## config.mk

```make
export PLATFORM = sky130hd
export DESIGN_NAME = rcf_top
export DESIGN_NICKNAME = d
export VERILOG_FILES = /design/src/rcf_pkg.sv /design/src/rcf_top.sv
export VERILOG_INCLUDE_DIRS = /design/src
export SDC_FILE = /design/constraint.sdc
export NUM_CORES = 1
export LEC_CHECK = 0
export BUFFER_PORTS_ARGS = -buffer_cell sky130_fd_sc_hd__buf_4
export CAP_MARGIN = 5
export CORE_MARGIN = 1
export CORE_UTILIZATION = 53
export CTS_BUF_LIST = sky130_fd_sc_hd__clkbuf_16
export CTS_CLUSTER_DIAMETER = 100
export DETAILED_ROUTE_END_ITERATION = 7
export PLACE_DENSITY = 0.78
export SYNTH_ARGS = -nofsm -noshare
export SYNTH_HDL_FRONTEND = slang
export SYNTH_SLANG_ARGS = --single-unit
export TNS_END_PERCENT = 50
```

## constraint.sdc

```tcl
create_clock -name ref_clk_i -period 5.7 [get_ports ref_clk_i]
set_input_delay 1.14 -clock ref_clk_i [delete_from_list [all_inputs] [get_ports ref_clk_i]]
set_output_delay 1.14 -clock ref_clk_i [all_outputs]
set_load 0.005 [all_outputs]
```

## src/rcf_params.svh

```systemverilog
// Offsets, field positions, reset values and timing counts for the reconfiguration block
`ifndef RCF_PARAMS_SVH
`define RCF_PARAMS_SVH
`define RCF_CLK_HZ          25000000
`define RCF_PRESS_MIN_MS    100
`define RCF_PRESS_MAX_MS    5000
`define RCF_GAP_MAX_MS      2000
`define RCF_PAUSE_MS        3500
`define RCF_MS_CYC          (`RCF_CLK_HZ / 1000)
`define RCF_PRESS_CNT       7
`define RCF_CFG_OFS         12'h000
`define RCF_CMD_OFS         12'h004
`define RCF_STAT_OFS        12'h008
`define RCF_IRQ_OFS         12'h00c
`define RCF_MASK_OFS        12'h010
`define RCF_DTC_OFS         12'h014
`define RCF_NET_OFS         12'h018
`define RCF_WHL_OFS         12'h01c
`define RCF_FLT_OFS         12'h020
`define RCF_RESP_OKAY       2'b00
`define RCF_RESP_SLVERR     2'b10
`define RCF_IRQ_START       0
`define RCF_IRQ_DONE        1
`define RCF_IRQ_FAULT       2
`define RCF_IRQ_SWFLT       3
`define RCF_IRQ_W           4
`define RCF_CFG_RESET       16'h0000
`endif

```

## src/rcf_pkg.sv

```systemverilog
// Types shared by the reconfiguration block
package rcf_pkg;
  typedef enum logic [3:0] {
    ST_IDLE  = 4'b0001,
    ST_PROBE = 4'b0010,
    ST_SAVE  = 4'b0100,
    ST_DONE  = 4'b1000
  } rcf_state_t;
  typedef struct packed {
    logic       retarder;
    logic       relay_ctl;
    logic       traction_assist;
    logic       six_sensor_five_valve;
    logic [3:0] sensor_cnt;
    logic [3:0] pressure_modulator_valve_cnt;
    logic [3:0] rsvd;
  } rcf_cfg_t;
  typedef struct packed {
    logic       retarder;
    logic       relay;
    logic       relay_ok;
    logic       traction_assist;
  } rcf_net_t;
  typedef struct packed {
    logic hold_r;
    logic rel_l;
    logic com_r;
  } rcf_xv_t;
endpackage : rcf_pkg

```

## src/rcf_top.sv

```systemverilog
// Reconfiguration event control, network probe, fault reporting, AXI4-Lite registers
`timescale 1ns/1ps
`include "rcf_params.svh"
module rcf_top
  import rcf_pkg::*;
#(
  parameter int unsigned MS_CYC = `RCF_MS_CYC
) (
  // Clock and reset
  input  wire logic        ref_clk_i,
  input  wire logic        rst_i,
  // Technician switch and power
  input  wire logic        switch_i,
  input  wire logic        premium_i,
  // Diagnostic link request and report
  input  wire logic        diag_start_i,
  input  wire logic        diag_dtc_req_i,
  output logic             diag_dtc_vld_o,
  output logic [7:0]       diag_dtc_o,
  // Vehicle network probe
  output logic             net_probe_o,
  input  wire logic        net_done_i,
  input  wire rcf_net_t    net_i,
  // Wheel hardware sense
  input  wire logic [3:0]  sensor_cnt_i,
  input  wire logic [3:0]  valve_cnt_i,
  input  wire rcf_xv_t     xv_i,
  // Self-test
  input  wire logic        fault_i,
  input  wire logic [7:0]  fault_code_i,
  input  wire logic [3:0]  fault_lamp_i,
  input  wire logic [1:0]  fault_shut_i,
  // Lamps and function control
  output logic [3:0]       lamp_o,
  output logic [1:0]       shut_o,
  output logic             relay_en_o,
  output logic             retarder_com_o,
  // Non-volatile store
  output logic             nv_wr_o,
  output rcf_cfg_t         nv_cfg_o,
  input  wire logic        nv_ack_i,
  // AXI4-Lite slave
  input  wire logic [11:0] s_awaddr_i,
  input  wire logic        s_awvalid_i,
  output logic             s_awready_o,
  input  wire logic [31:0] s_wdata_i,
  input  wire logic [3:0]  s_wstrb_i,
  input  wire logic        s_wvalid_i,
  output logic             s_wready_o,
  output logic [1:0]       s_bresp_o,
  output logic             s_bvalid_o,
  input  wire logic        s_bready_i,
  input  wire logic [11:0] s_araddr_i,
  input  wire logic        s_arvalid_i,
  output logic             s_arready_o,
  output logic [31:0]      s_rdata_o,
  output logic [1:0]       s_rresp_o,
  output logic             s_rvalid_o,
  input  wire logic        s_rready_i,
  output logic             irq_o
);
  localparam int unsigned PMIN  = `RCF_PRESS_MIN_MS;
  localparam int unsigned PMAX  = `RCF_PRESS_MAX_MS;
  localparam int unsigned GMAX  = `RCF_GAP_MAX_MS;
  localparam int unsigned PAUSE = `RCF_PAUSE_MS;

  function automatic logic is_ofs(input logic [11:0] a, input logic [11:0] o);
    is_ofs = (a[11:2] == o[11:2]);
  endfunction : is_ofs

  rcf_state_t              state_r;
  rcf_cfg_t                cfg_r;
  rcf_cfg_t                probe_cfg;
  logic [16:0]             ms_div_r;
  logic                    ms_tick;
  logic [12:0]             hi_ms_r;
  logic [12:0]             lo_ms_r;
  logic                    sw_d_r;
  logic                    armed_r;
  logic                    boot_r;
  logic                    held_r;
  logic [3:0]              press_r;
  logic                    sw_start;
  logic                    sw_fault;
  logic                    start;
  logic [`RCF_IRQ_W-1:0]   irq_sts_r;
  logic [`RCF_IRQ_W-1:0]   irq_msk_r;
  logic [`RCF_IRQ_W-1:0]   irq_ev;
  logic [`RCF_IRQ_W-1:0]   irq_w1c;
  logic [7:0]              dtc_r;
  logic                    dtc_vld_r;
  logic                    sw_cmd;
  logic                    done_ev;
  logic [11:0]             awa_r;
  logic                    aw_r;
  logic                    w_r;
  logic [31:0]             wd_r;
  logic                    wr_go;
  logic                    rd_go;

  // Millisecond base for switch timing
  assign ms_tick = (ms_div_r == 17'(MS_CYC - 1));
  always_ff @(posedge ref_clk_i or posedge rst_i) begin
    if (rst_i) begin
      ms_div_r <= 17'h00000;
    end else if (ms_tick) begin
      ms_div_r <= 17'h00000;
    end else begin
      ms_div_r <= ms_div_r + 17'h00001;
    end
  end

  // Switch press qualification; boot_r catches the switch held at release of reset
  assign sw_fault = switch_i && ms_tick && (hi_ms_r == 13'(PMAX - 1));
  always_ff @(posedge ref_clk_i or posedge rst_i) begin
    if (rst_i) begin
      sw_d_r  <= 1'b0;
      hi_ms_r <= 13'h0000;
      lo_ms_r <= 13'h0000;
      press_r <= 4'h0;
      armed_r <= 1'b0;
      boot_r  <= 1'b1;
      held_r  <= 1'b0;
    end else begin
      sw_d_r <= switch_i;
      if (boot_r) begin
        boot_r  <= 1'b0;
        armed_r <= switch_i;
        held_r  <= switch_i;
      end
      if (switch_i && ms_tick && hi_ms_r != 13'h1fff) begin
        hi_ms_r <= hi_ms_r + 13'h0001;
      end
      if (!switch_i && ms_tick && lo_ms_r != 13'h1fff) begin
        lo_ms_r <= lo_ms_r + 13'h0001;
      end
      if (switch_i && !sw_d_r) begin
        lo_ms_r <= 13'h0000;
        // Long gap breaks the sequence
        if (lo_ms_r > 13'(GMAX)) begin
          press_r <= 4'h0;
        end
      end
      if (!switch_i && sw_d_r) begin
        hi_ms_r <= 13'h0000;
        held_r  <= 1'b0;
        // First release after power-up only ends the held phase
        if (armed_r && !held_r && hi_ms_r >= 13'(PMIN) && hi_ms_r < 13'(PMAX)) begin
          press_r <= (press_r == 4'hf) ? press_r : press_r + 4'h1;
        end
      end
      if (sw_fault) begin
        press_r <= 4'h0;
      end
      if (sw_start || (!switch_i && lo_ms_r == 13'(PAUSE) && ms_tick)) begin
        press_r <= 4'h0;
        armed_r <= 1'b0;
      end
    end
  end
  assign sw_start = armed_r && !switch_i && ms_tick && lo_ms_r == 13'(PAUSE - 1)
                  && press_r == 4'(`RCF_PRESS_CNT);
  assign start    = (sw_start || diag_start_i || sw_cmd) && state_r == ST_IDLE;

  // Probe result to configuration
  always_comb begin
    probe_cfg                 = cfg_r;
    probe_cfg.retarder        = net_i.retarder;
    probe_cfg.relay_ctl       = net_i.relay;
    probe_cfg.rsvd            = 4'h0;
    if (premium_i) begin
      probe_cfg.traction_assist              = net_i.traction_assist && net_i.relay_ok;
      probe_cfg.sensor_cnt                   = sensor_cnt_i;
      probe_cfg.pressure_modulator_valve_cnt = valve_cnt_i;
      probe_cfg.six_sensor_five_valve        = xv_i.hold_r && xv_i.rel_l && xv_i.com_r;
    end
  end

  // Reconfiguration sequence
  always_ff @(posedge ref_clk_i or posedge rst_i) begin
    if (rst_i) begin
      state_r     <= ST_IDLE;
      cfg_r       <= `RCF_CFG_RESET;
      net_probe_o <= 1'b0;
      nv_wr_o     <= 1'b0;
      nv_cfg_o    <= `RCF_CFG_RESET;
    end else begin
      case (state_r)
        ST_IDLE: begin
          if (start) begin
            state_r     <= ST_PROBE;
            net_probe_o <= 1'b1;
          end
        end
        ST_PROBE: begin
          if (net_done_i) begin
            net_probe_o <= 1'b0;
            cfg_r       <= probe_cfg;
            nv_cfg_o    <= probe_cfg;
            nv_wr_o     <= 1'b1;
            state_r     <= ST_SAVE;
          end
        end
        ST_SAVE: begin
          if (nv_ack_i) begin
            nv_wr_o <= 1'b0;
            state_r <= ST_DONE;
          end
        end
        ST_DONE: begin
          state_r <= ST_IDLE;
        end
        default: begin
          state_r <= ST_IDLE;
        end
      endcase
    end
  end
  assign done_ev = (state_r == ST_DONE);

  always_ff @(posedge ref_clk_i or posedge rst_i) begin
    if (rst_i) begin
      relay_en_o     <= 1'b0;
      retarder_com_o <= 1'b0;
    end else begin
      relay_en_o     <= cfg_r.relay_ctl;
      retarder_com_o <= cfg_r.retarder;
    end
  end

  // Fault handling: lamps, shutdown, trouble code
  always_ff @(posedge ref_clk_i or posedge rst_i) begin
    if (rst_i) begin
      lamp_o         <= 4'h0;
      shut_o         <= 2'b00;
      dtc_r          <= 8'h00;
      dtc_vld_r      <= 1'b0;
      diag_dtc_vld_o <= 1'b0;
      diag_dtc_o     <= 8'h00;
    end else begin
      diag_dtc_vld_o <= 1'b0;
      if (fault_i) begin
        lamp_o    <= lamp_o | fault_lamp_i;
        shut_o    <= shut_o | fault_shut_i;
        dtc_r     <= fault_code_i;
        dtc_vld_r <= 1'b1;
      end
      if (diag_dtc_req_i && dtc_vld_r) begin
        diag_dtc_vld_o <= 1'b1;
        diag_dtc_o     <= dtc_r;
      end
    end
  end

  // Interrupt status, set wins over clear
  assign irq_ev = {sw_fault, fault_i, done_ev, start};
  always_ff @(posedge ref_clk_i or posedge rst_i) begin
    if (rst_i) begin
      irq_sts_r <= '0;
      irq_o     <= 1'b0;
    end else begin
      irq_sts_r <= (irq_sts_r & ~irq_w1c) | irq_ev;
      irq_o     <= |(irq_sts_r & irq_msk_r);
    end
  end

  // AXI4-Lite write: address and data in either order
  assign wr_go = aw_r && w_r && !s_bvalid_o;
  assign irq_w1c = (wr_go && is_ofs(awa_r, `RCF_IRQ_OFS)) ? wd_r[`RCF_IRQ_W-1:0] : '0;
  assign sw_cmd  = wr_go && is_ofs(awa_r, `RCF_CMD_OFS) && wd_r[0];
  always_ff @(posedge ref_clk_i or posedge rst_i) begin
    if (rst_i) begin
      aw_r       <= 1'b0;
      w_r        <= 1'b0;
      awa_r      <= 12'h000;
      wd_r       <= 32'h00000000;
      s_bvalid_o <= 1'b0;
      s_bresp_o  <= `RCF_RESP_OKAY;
      irq_msk_r  <= '0;
      s_awready_o <= 1'b1;
      s_wready_o  <= 1'b1;
    end else begin
      if (s_awvalid_i && s_awready_o) begin
        aw_r  <= 1'b1;
        awa_r <= s_awaddr_i;
        s_awready_o <= 1'b0;
      end
      if (s_wvalid_i && s_wready_o) begin
        w_r  <= 1'b1;
        wd_r <= s_wdata_i;
        s_wready_o <= 1'b0;
      end
      if (wr_go) begin
        aw_r       <= 1'b0;
        w_r        <= 1'b0;
        s_bvalid_o <= 1'b1;
        s_bresp_o  <= `RCF_RESP_OKAY;
        if (is_ofs(awa_r, `RCF_MASK_OFS)) begin
          irq_msk_r <= wd_r[`RCF_IRQ_W-1:0];
        end else if (!is_ofs(awa_r, `RCF_IRQ_OFS) && !is_ofs(awa_r, `RCF_CMD_OFS)) begin
          s_bresp_o <= `RCF_RESP_SLVERR;
        end
      end else if (s_bvalid_o && s_bready_i) begin
        s_bvalid_o <= 1'b0;
        // Ready returns only once the response is taken
        s_awready_o <= 1'b1;
        s_wready_o  <= 1'b1;
      end
    end
  end
  // Byte strobes ignored: all writable fields sit in the low byte
  logic unused_strb;
  assign unused_strb = ^s_wstrb_i;

  // AXI4-Lite read
  assign rd_go       = s_arvalid_i && s_arready_o;
  always_ff @(posedge ref_clk_i or posedge rst_i) begin
    if (rst_i) begin
      s_rvalid_o  <= 1'b0;
      s_arready_o <= 1'b1;
      s_rdata_o   <= 32'h00000000;
      s_rresp_o   <= `RCF_RESP_OKAY;
    end else if (rd_go) begin
      s_rvalid_o  <= 1'b1;
      s_arready_o <= 1'b0;
      s_rresp_o  <= `RCF_RESP_OKAY;
      s_rdata_o  <= 32'h00000000;
      if (is_ofs(s_araddr_i, `RCF_CFG_OFS)) begin
        s_rdata_o <= {16'h0000, cfg_r};
      end else if (is_ofs(s_araddr_i, `RCF_CMD_OFS)) begin
        s_rdata_o <= 32'h00000000;
      end else if (is_ofs(s_araddr_i, `RCF_STAT_OFS)) begin
        s_rdata_o <= {20'h00000, press_r, armed_r, 3'b000, state_r};
      end else if (is_ofs(s_araddr_i, `RCF_IRQ_OFS)) begin
        s_rdata_o <= {28'h0000000, irq_sts_r};
      end else if (is_ofs(s_araddr_i, `RCF_MASK_OFS)) begin
        s_rdata_o <= {28'h0000000, irq_msk_r};
      end else if (is_ofs(s_araddr_i, `RCF_DTC_OFS)) begin
        s_rdata_o <= {23'h000000, dtc_vld_r, dtc_r};
      end else if (is_ofs(s_araddr_i, `RCF_FLT_OFS)) begin
        s_rdata_o <= {26'h0000000, shut_o, lamp_o};
      end else begin
        s_rresp_o <= `RCF_RESP_SLVERR;
      end
    end else if (s_rvalid_o && s_rready_i) begin
      s_rvalid_o  <= 1'b0;
      s_arready_o <= 1'b1;
    end
  end

  // Checks
  property p_probe_on_start;
    @(posedge ref_clk_i) disable iff (rst_i) start |=> net_probe_o && state_r == ST_PROBE;
  endproperty
  a_probe_on_start: assert property (p_probe_on_start) else $error("probe not raised");
  property p_retarder;
    @(posedge ref_clk_i) disable iff (rst_i)
      (state_r == ST_PROBE && net_done_i) |=> cfg_r.retarder == $past(net_i.retarder);
  endproperty
  a_retarder: assert property (p_retarder) else $error("retarder cfg wrong");
  property p_relay;
    @(posedge ref_clk_i) disable iff (rst_i)
      (state_r == ST_PROBE && net_done_i) |=> ##1 relay_en_o == $past(net_i.relay, 2);
  endproperty
  a_relay: assert property (p_relay) else $error("relay control wrong");
  property p_svfv;
    @(posedge ref_clk_i) disable iff (rst_i)
      (state_r == ST_PROBE && net_done_i && premium_i && xv_i.hold_r && xv_i.rel_l
       && xv_i.com_r) |=> cfg_r.six_sensor_five_valve;
  endproperty
  a_svfv: assert property (p_svfv) else $error("five valve not chosen");
  property p_counts;
    @(posedge ref_clk_i) disable iff (rst_i)
      (state_r == ST_PROBE && net_done_i && premium_i) |=> cfg_r.sensor_cnt == $past(sensor_cnt_i);
  endproperty
  a_counts: assert property (p_counts) else $error("sensor count wrong");
  property p_lamp;
    @(posedge ref_clk_i) disable iff (rst_i) fault_i |=> (lamp_o & $past(fault_lamp_i)) == $past(fault_lamp_i);
  endproperty
  a_lamp: assert property (p_lamp) else $error("lamp not lit");
  property p_dtc;
    @(posedge ref_clk_i) disable iff (rst_i) fault_i |=> dtc_vld_r && dtc_r == $past(fault_code_i);
  endproperty
  a_dtc: assert property (p_dtc) else $error("code not stored");
  property p_report;
    @(posedge ref_clk_i) disable iff (rst_i)
      (diag_dtc_req_i && dtc_vld_r && !fault_i) |=> diag_dtc_vld_o && diag_dtc_o == $past(dtc_r);
  endproperty
  a_report: assert property (p_report) else $error("code not sent");
  property p_nv;
    @(posedge ref_clk_i) disable iff (rst_i) (state_r == ST_PROBE && net_done_i) |=> nv_wr_o && nv_cfg_o == cfg_r;
  endproperty
  a_nv: assert property (p_nv) else $error("config not saved");
  property p_diag;
    @(posedge ref_clk_i) disable iff (rst_i) (diag_start_i && state_r == ST_IDLE) |=> state_r == ST_PROBE;
  endproperty
  a_diag: assert property (p_diag) else $error("tool start ignored");
  c_sw_start: cover property (@(posedge ref_clk_i) disable iff (rst_i) sw_start);
  c_done: cover property (@(posedge ref_clk_i) disable iff (rst_i) done_ev);
  c_fault: cover property (@(posedge ref_clk_i) disable iff (rst_i) sw_fault);
endmodule : rcf_top

```

==> results of run 1 <==
## through the flow
step	util, %	setup slack (ns)
floorplan	-	0.730
global placement	62.8	2.16
detailed placement	62.8	2.11
CTS	67.5	2.50
global route	67.5	2.34
finish	67.5	2.45
## per-layer routing
metal  GRT usage (%)  share of wire, %
met5               0                 0
met3            5.66               5.0
met4            9.70               1.9
met2            37.7                49
met1            28.9                44
## kinds of logic after synthesis
logic type / after synthesis / synth area share [%]
mux: 48 / 7.97
compound gates: 88 / 8.96
simple gates: 235 / 19.0
buf+inv: 53 / 4.63
flops: 143 / 53.7
other cells: 1 / 0.0562
fa+ha+maj: 6 / 1.12
xor+xnor: 35 / 4.59
## power groups by stage
stage                     Sequential, µW  Clock [µW]  Combinational (µW)
after CTS                           1330        1060                 454
after floorplan                     1310           0                 236
after global routing                1350        1100                 490
after global placement              1330           0                 434
after detailed placement            1340           0                 450
final                               1330        1040                 448
## final cells by class
cell class	instances	area, µm²
fillers	955	3960
flip-flops and latches	143	3580
multi-input cells	435	2870
repair buffers	122	916
clock buffers	17	425
well taps	168	210
clock inverters	15	136
inverters	15	61.3
## registers in the layout (all words and copies together) (netlist names), 2 cells and up
signal / flops
diag_dtc_o: 8
shut_o: 2
wd_r: 4
hi_ms_r: 13
ms_div_r: 17
press_r: 4
lamp_o: 4
awa_r: 10
dtc_r: 8
cfg_r: 12
lo_ms_r: 13
state_r: 4
s_rdata_o: 16
irq_sts_r: 4
irq_msk_r: 4
## cells in the final DEF, fill, tap and decap left out, drive strengths merged, types with 6 or more instances in the layout
| cell type | Yosys | final |
|---|---|---|
| a22oi | 6 | 6 |
| inv | 15 | 20 |
| nand2 | 72 | 72 |
| xnor2 | 14 | 14 |
| a21oi | 13 | 13 |
| nor3 | 7 | 7 |
| and4 | 7 | 7 |
| ha | 6 | 6 |
| conb | 1 | 23 |
| and3 | 12 | 12 |
| o21ai | 29 | 29 |
| buf | 30 | 122 |
| nor4 | 9 | 9 |
| nand4 | 18 | 18 |
| clkinv | 0 | 8 |
| clkbuf | 8 | 17 |
| dfrtp | 138 | 138 |
| a21o | 11 | 11 |
| nand3 | 22 | 22 |
| mux2 | 41 | 41 |
| mux2i | 7 | 7 |
| xor2 | 21 | 21 |
| nor2 | 50 | 50 |
## worst max path at each step
stage | depth (start not counted) | to | startpoint
global placement | 6 | s_rdata_o[5]$_DFFE_PP0P_ | s_araddr_i[7]
floorplan | 1 | armed_r$_DFFE_PP0P_ | rst_i
finish | 6 | s_rdata_o[5]$_DFFE_PP0P_ | s_araddr_i[7]
global route | 6 | s_rdata_o[5]$_DFFE_PP0P_ | s_araddr_i[7]
CTS | 6 | s_rdata_o[5]$_DFFE_PP0P_ | s_araddr_i[7]
detailed placement | 6 | s_rdata_o[5]$_DFFE_PP0P_ | s_araddr_i[7]
## critical path: stages
cell and delay, ns:
buf_4 0.10, or4_1 0.64, nor3_1 1.05, and3b_1 0.27, a221oi_1 0.20, o21ai_1 0.10
==> impl_metrics.env, run 1 <==
export IMPL_p_per_area_nw_per_um2=343
export IMPL_synth_area_um2=6680
export IMPL_cp_data_required_time_ns=5.97
export IMPL_final_instance_count_excl_fill=915
export IMPL_final_area_um2=8200
export IMPL_synth_area_leader_cell="dfrtp_1"
export IMPL_synth_edf_count=0
export IMPL_crit_type="in2reg"
export IMPL_setup_viol_count_final=0
export IMPL_cts_resized=0
export IMPL_antennaDiodeCount=0
export IMPL_die_h_um=114
export IMPL_maxCapViolCount=0
export IMPL_ir_drop_uv=221
export IMPL_async_flop_share_pct=100
export IMPL_syn_to_final_growth_pct=22.9
export IMPL_synthTopCellsByArea="dfrtp_1 52%, mux2_2 6.6%, nand2_1 4.0%"
export IMPL_min_period_ns=3.25
export IMPL_vias=4987
export IMPL_holdBufCountCts=0
export IMPL_grt_overflow=0
export IMPL_p_comb_share_pct=15.9
export IMPL_ctsHtreeMaxLevel=4
export IMPL_drt_iter0_drc=398
export IMPL_hold_end="s_rdata_o[15]$_DFFE_PP0P_"
export IMPL_routed_wl_um=14200
export IMPL_fin_total_pwr_uw=2820
export IMPL_rsz0062_at_grt="false"
export IMPL_core_area_um2=12200
export IMPL_grt_pass1_wl_um=23000
export IMPL_place_congestion=0.785
export IMPL_cp_max_fo=11
export IMPL_critPathLaunchType="input port"
export IMPL_track_usage_pct=22.9
export IMPL_ios=180
export IMPL_post_cts_setup_buffer_count=0
export IMPL_reg2reg_to="hi_ms_r[9]$_DFFE_PP0P_"
export IMPL_grt_max_degree=97
export IMPL_nNetsFinal=843
export IMPL_ys_top_cells_by_count="138 x dfrtp_1, 71 x nand2_1, 49 x nor2_1, 39 x mux2_2, 22 x buf_4"
export IMPL_p_sw_uw=757
export IMPL_finalHoldViolations=0
export IMPL_worstSetupEndpointType="flip-flop"
export IMPL_yosysMostFrequentCell="dfrtp_1"
export IMPL_drc=0
export IMPL_start_util_pct=54.9
export IMPL_post_route_period_util_pct=56.9
export IMPL_leakage_uw=0.00376
export IMPL_fmax_mhz=308
export IMPL_synth_top_area_share_pct=51.7
export IMPL_reg2reg_from="ms_div_r[0]$_DFF_PP0_"
export IMPL_synth_seq_cells=143
export IMPL_synthDistinctLibCells=68
export IMPL_arrival_ns=3.51
export IMPL_first_global_vias=4932
export IMPL_die_area_um2=13000
export IMPL_clk_latency_ns=0.42
export IMPL_dpl_cell_area_um2=7640
export IMPL_dp_hpwl_um=10200
export IMPL_via_per_inst=5.45
export IMPL_slew_headroom_pct=15.4
export IMPL_cts_buffers=17
export IMPL_die_w_um=114
export IMPL_synthesis_instances=609
export IMPL_drt_pre_antenna_iters=6
export IMPL_cts_root_buf="clkbuf_16"
export IMPL_rows=40
export IMPL_cts_sinks=143
export IMPL_ys_seq_area_share_pct=53.7
export IMPL_min_from="s_rdata_o[15]$_DFFE_PP0P_"
export IMPL_clk_path_buf_depth=2
export IMPL_hold_path_depth=2
export IMPL_totalNegativeSetupSlack_ns=0
export IMPL_postRouteAntennaNets=0
export IMPL_min_path_type="reg2reg"
export IMPL_drive_gt1_share_pct=28.8
export IMPL_p_sw_share_pct=26.9
export IMPL_avgRoutedWirePerCell_um=15.6
export IMPL_pwr_share_clk_pct=37.0
export IMPL_p_int_uw=2060
export IMPL_power_frac_seq_pct=47.1
export IMPL_worst_r2r_cell_count=7
export IMPL_drv_slew=0
export IMPL_ys_warn_count=0
export IMPL_port_buffers=121
export IMPL_fin_skew_ns=0.00602
export IMPL_worstMarginPinSlew_ns=1.26
export IMPL_outcome="complete, no violations"
export IMPL_clkSlewWorstSetupHoldPaths_ns=0.06
export IMPL_antenna_found_initial=0
export IMPL_cts_tree="built"
export IMPL_syn_avg_cell_area_um2=11.0
export IMPL_ys_flop_type="dfrtp_1"
export IMPL_place_inst=883
export IMPL_rrSetupSlack_ns=3.21
export IMPL_hold_ws_ns=0.487
(Power assumes the default switching activity.)
==> inputs of run 2 (changes only) <==
==> constraint.sdc (replaced) <==
create_clock -name ref_clk_i -period 3.29 [get_ports ref_clk_i]
set_input_delay 0.658 -clock ref_clk_i [delete_from_list [all_inputs] [get_ports ref_clk_i]]
set_output_delay 0.658 -clock ref_clk_i [all_outputs]
set_load 0.005 [all_outputs]
==> impl_metrics.env, run 2 (synthesis results as in run 1) <==
export IMPL_post_cts_setup_buffer_count=0
export IMPL_reg_largest_list="ms_div_r (17), s_rdata_o (16)"
export IMPL_leakage_uw=0.00379
export IMPL_p_per_area_nw_per_um2=587
export IMPL_clk_latency_ns=0.43
export IMPL_vias=5056
export IMPL_arrival_ns=2.71
export IMPL_regMostFlops="ms_div_r"
export IMPL_crit_chain="ha_1, nand3_1, or4_1, o211a_1, and4_1, xnor2_1, nor2_1"
export IMPL_slowest_delay_ns=0.54
export IMPL_fin_skew_ns=0.0155
export IMPL_syn_to_final_growth_pct=23.9
export IMPL_ctsHtreeMaxLevel=4
export IMPL_cp_max_fo=10
export IMPL_crit_type="reg2reg"
export IMPL_grt_overflow=0
export IMPL_cp_data_required_time_ns=3.60
export IMPL_worst_r2r_cell_count=7
export IMPL_avgRoutedWirePerCell_um=15.9
export IMPL_cp_num_buf_inv=0
export IMPL_ios=180
export IMPL_start_util_pct=54.9
export IMPL_post_place_ws_ns=0.712
export IMPL_antenna_found_initial=0
export IMPL_p_comb_share_pct=16.1
export IMPL_port_buffers=121
export IMPL_critPathLaunchType="flip-flop"
export IMPL_cts_resized=0
export IMPL_cts_buffers=17
export IMPL_clkSlewWorstSetupHoldPaths_ns=0.06
export IMPL_slew_headroom_pct=33.2
export IMPL_die_w_um=114
export IMPL_dp_hpwl_um=10500
export IMPL_final_area_um2=8270
export IMPL_rows=40
export IMPL_p_sw_share_pct=26.7
export IMPL_setup_viol_count_final=0
export IMPL_ir_drop_uv=446
export IMPL_dpl_cell_area_um2=7720
export IMPL_holdBufCountCts=0
export IMPL_worstMarginPinSlew_ns=0.999
export IMPL_drt_iter0_drc=389
export IMPL_slowest_stage="or4_1"
export IMPL_outcome="complete, no violations"
export IMPL_fmax_mhz=417
export IMPL_cp_depth=7
export IMPL_power_frac_seq_pct=47.4
export IMPL_mostFrequentLayoutCell="dfrtp_1"
export IMPL_drc=0
export IMPL_post_route_worst_setup_slack_ns=0.889
export IMPL_grt_pass1_wl_um=24100
export IMPL_drive_gt1_share_pct=29.4
export IMPL_grt_max_degree=46
export IMPL_finalHoldViolations=0
export IMPL_clk_path_buf_depth=2
export IMPL_fin_total_pwr_uw=4850
export IMPL_cts_root_buf="clkbuf_16"
export IMPL_pwr_share_clk_pct=36.5
export IMPL_antennaDiodeCount=0
export IMPL_nNetsFinal=850
export IMPL_rsz0062_at_grt="false"
export IMPL_postRouteAntennaNets=0
export IMPL_core_area_um2=12200
export IMPL_p_sw_uw=1290
export IMPL_largest_reg_flops=17
export IMPL_via_per_inst=5.48
export IMPL_track_usage_pct=23.9
export IMPL_cpLargestDelayFamily="simple AND/OR/NAND/NOR gates"
export IMPL_worstSetupEndpointType="flip-flop"
export IMPL_drv_slew=0
export IMPL_maxCapViolCount=0
export IMPL_min_path_type="in2async"
export IMPL_hold_ws_ns=0.387
export IMPL_mostFrequentLayoutCells="138 x dfrtp_1, 127 x buf_4, 71 x nand2_1"
export IMPL_cts_tree="built"
export IMPL_p_int_uw=3560
export IMPL_die_h_um=114
export IMPL_first_global_vias=4969
export IMPL_min_period_ns=2.40
export IMPL_totalNegativeSetupSlack_ns=0
export IMPL_routed_wl_um=14600
export IMPL_post_route_period_util_pct=73.0
export IMPL_place_congestion=0.789
export IMPL_cts_sinks=143
export IMPL_drt_pre_antenna_iters=4
export IMPL_die_area_um2=13000
## run 2: cell type report
cell class                      count  area [µm²]
Clock buffer                       17         425
Inverter                           15        60.1
Tap cell                          168         210
Fill cell                         961        3890
Multi-Input combinational cell    435        2870
Clock inverter                     15         124
Sequential cell                   143        3580
Timing Repair Buffer              129         993
## run 2: per-layer routing
metal | share of wire (%) | up-vias | GRT usage [%]
met1 | 44 | 2472 | 30.6
met5 | 0 | - | 0
met2 | 48 | 163 | 38.8
met3 | 5.7 | 24 | 6.56
li1 | - | 2397 | -
met4 | 1.9 | 0 | 9.61
## run 2: worst register-to-register path, stage by stage (launching register included)
cell     delay [ns]
dfrtp_1        0.45
ha_1           0.30
nand3_1        0.12
or4_1          0.54
o211a_1        0.40
and4_1         0.29
xnor2_1        0.15
nor2_1         0.06
## run 2: worst paths after layout
check | end | slack (ns) | from
min | s_rdata_o[13]$_DFFE_PP0P_ | 0.39 | rst_i
max | hi_ms_r[3]$_DFFE_PP0P_ | 0.89 | hi_ms_r[0]$_DFFE_PP0P_
min in group ref_clk_i | s_wready_o$_DFF_PP1_ | 0.40 | s_wvalid_i
min reg2reg | retarder_com_o$_DFF_PP0_ | 0.48 | cfg_r[15]$_DFFE_PP0P_
max reg2reg | hi_ms_r[3]$_DFFE_PP0P_ | 0.89 | hi_ms_r[0]$_DFFE_PP0P_
max in group asynchronous | s_rdata_o[15]$_DFFE_PP0P_ | 2.14 | rst_i
## run 2: power by group through the flow
stage,clock network (µW),registers [µW],logic (µW)
6_report,1770,2300,783
5_1_grt,1880,2330,873
3_5_place_dp,0,2330,790
3_3_place_gp,0,2310,758
4_1_cts,1800,2300,794
2_1_floorplan,0,2270,409
## run 2: stage by stage
step | util, % | cells
final | 68.0 | 922
after global routing | 68.0 | 922
after CTS | 68.0 | 922
after detailed placement | 63.5 | 890
after global placement | 63.5 | 890
after floorplan | - | 631
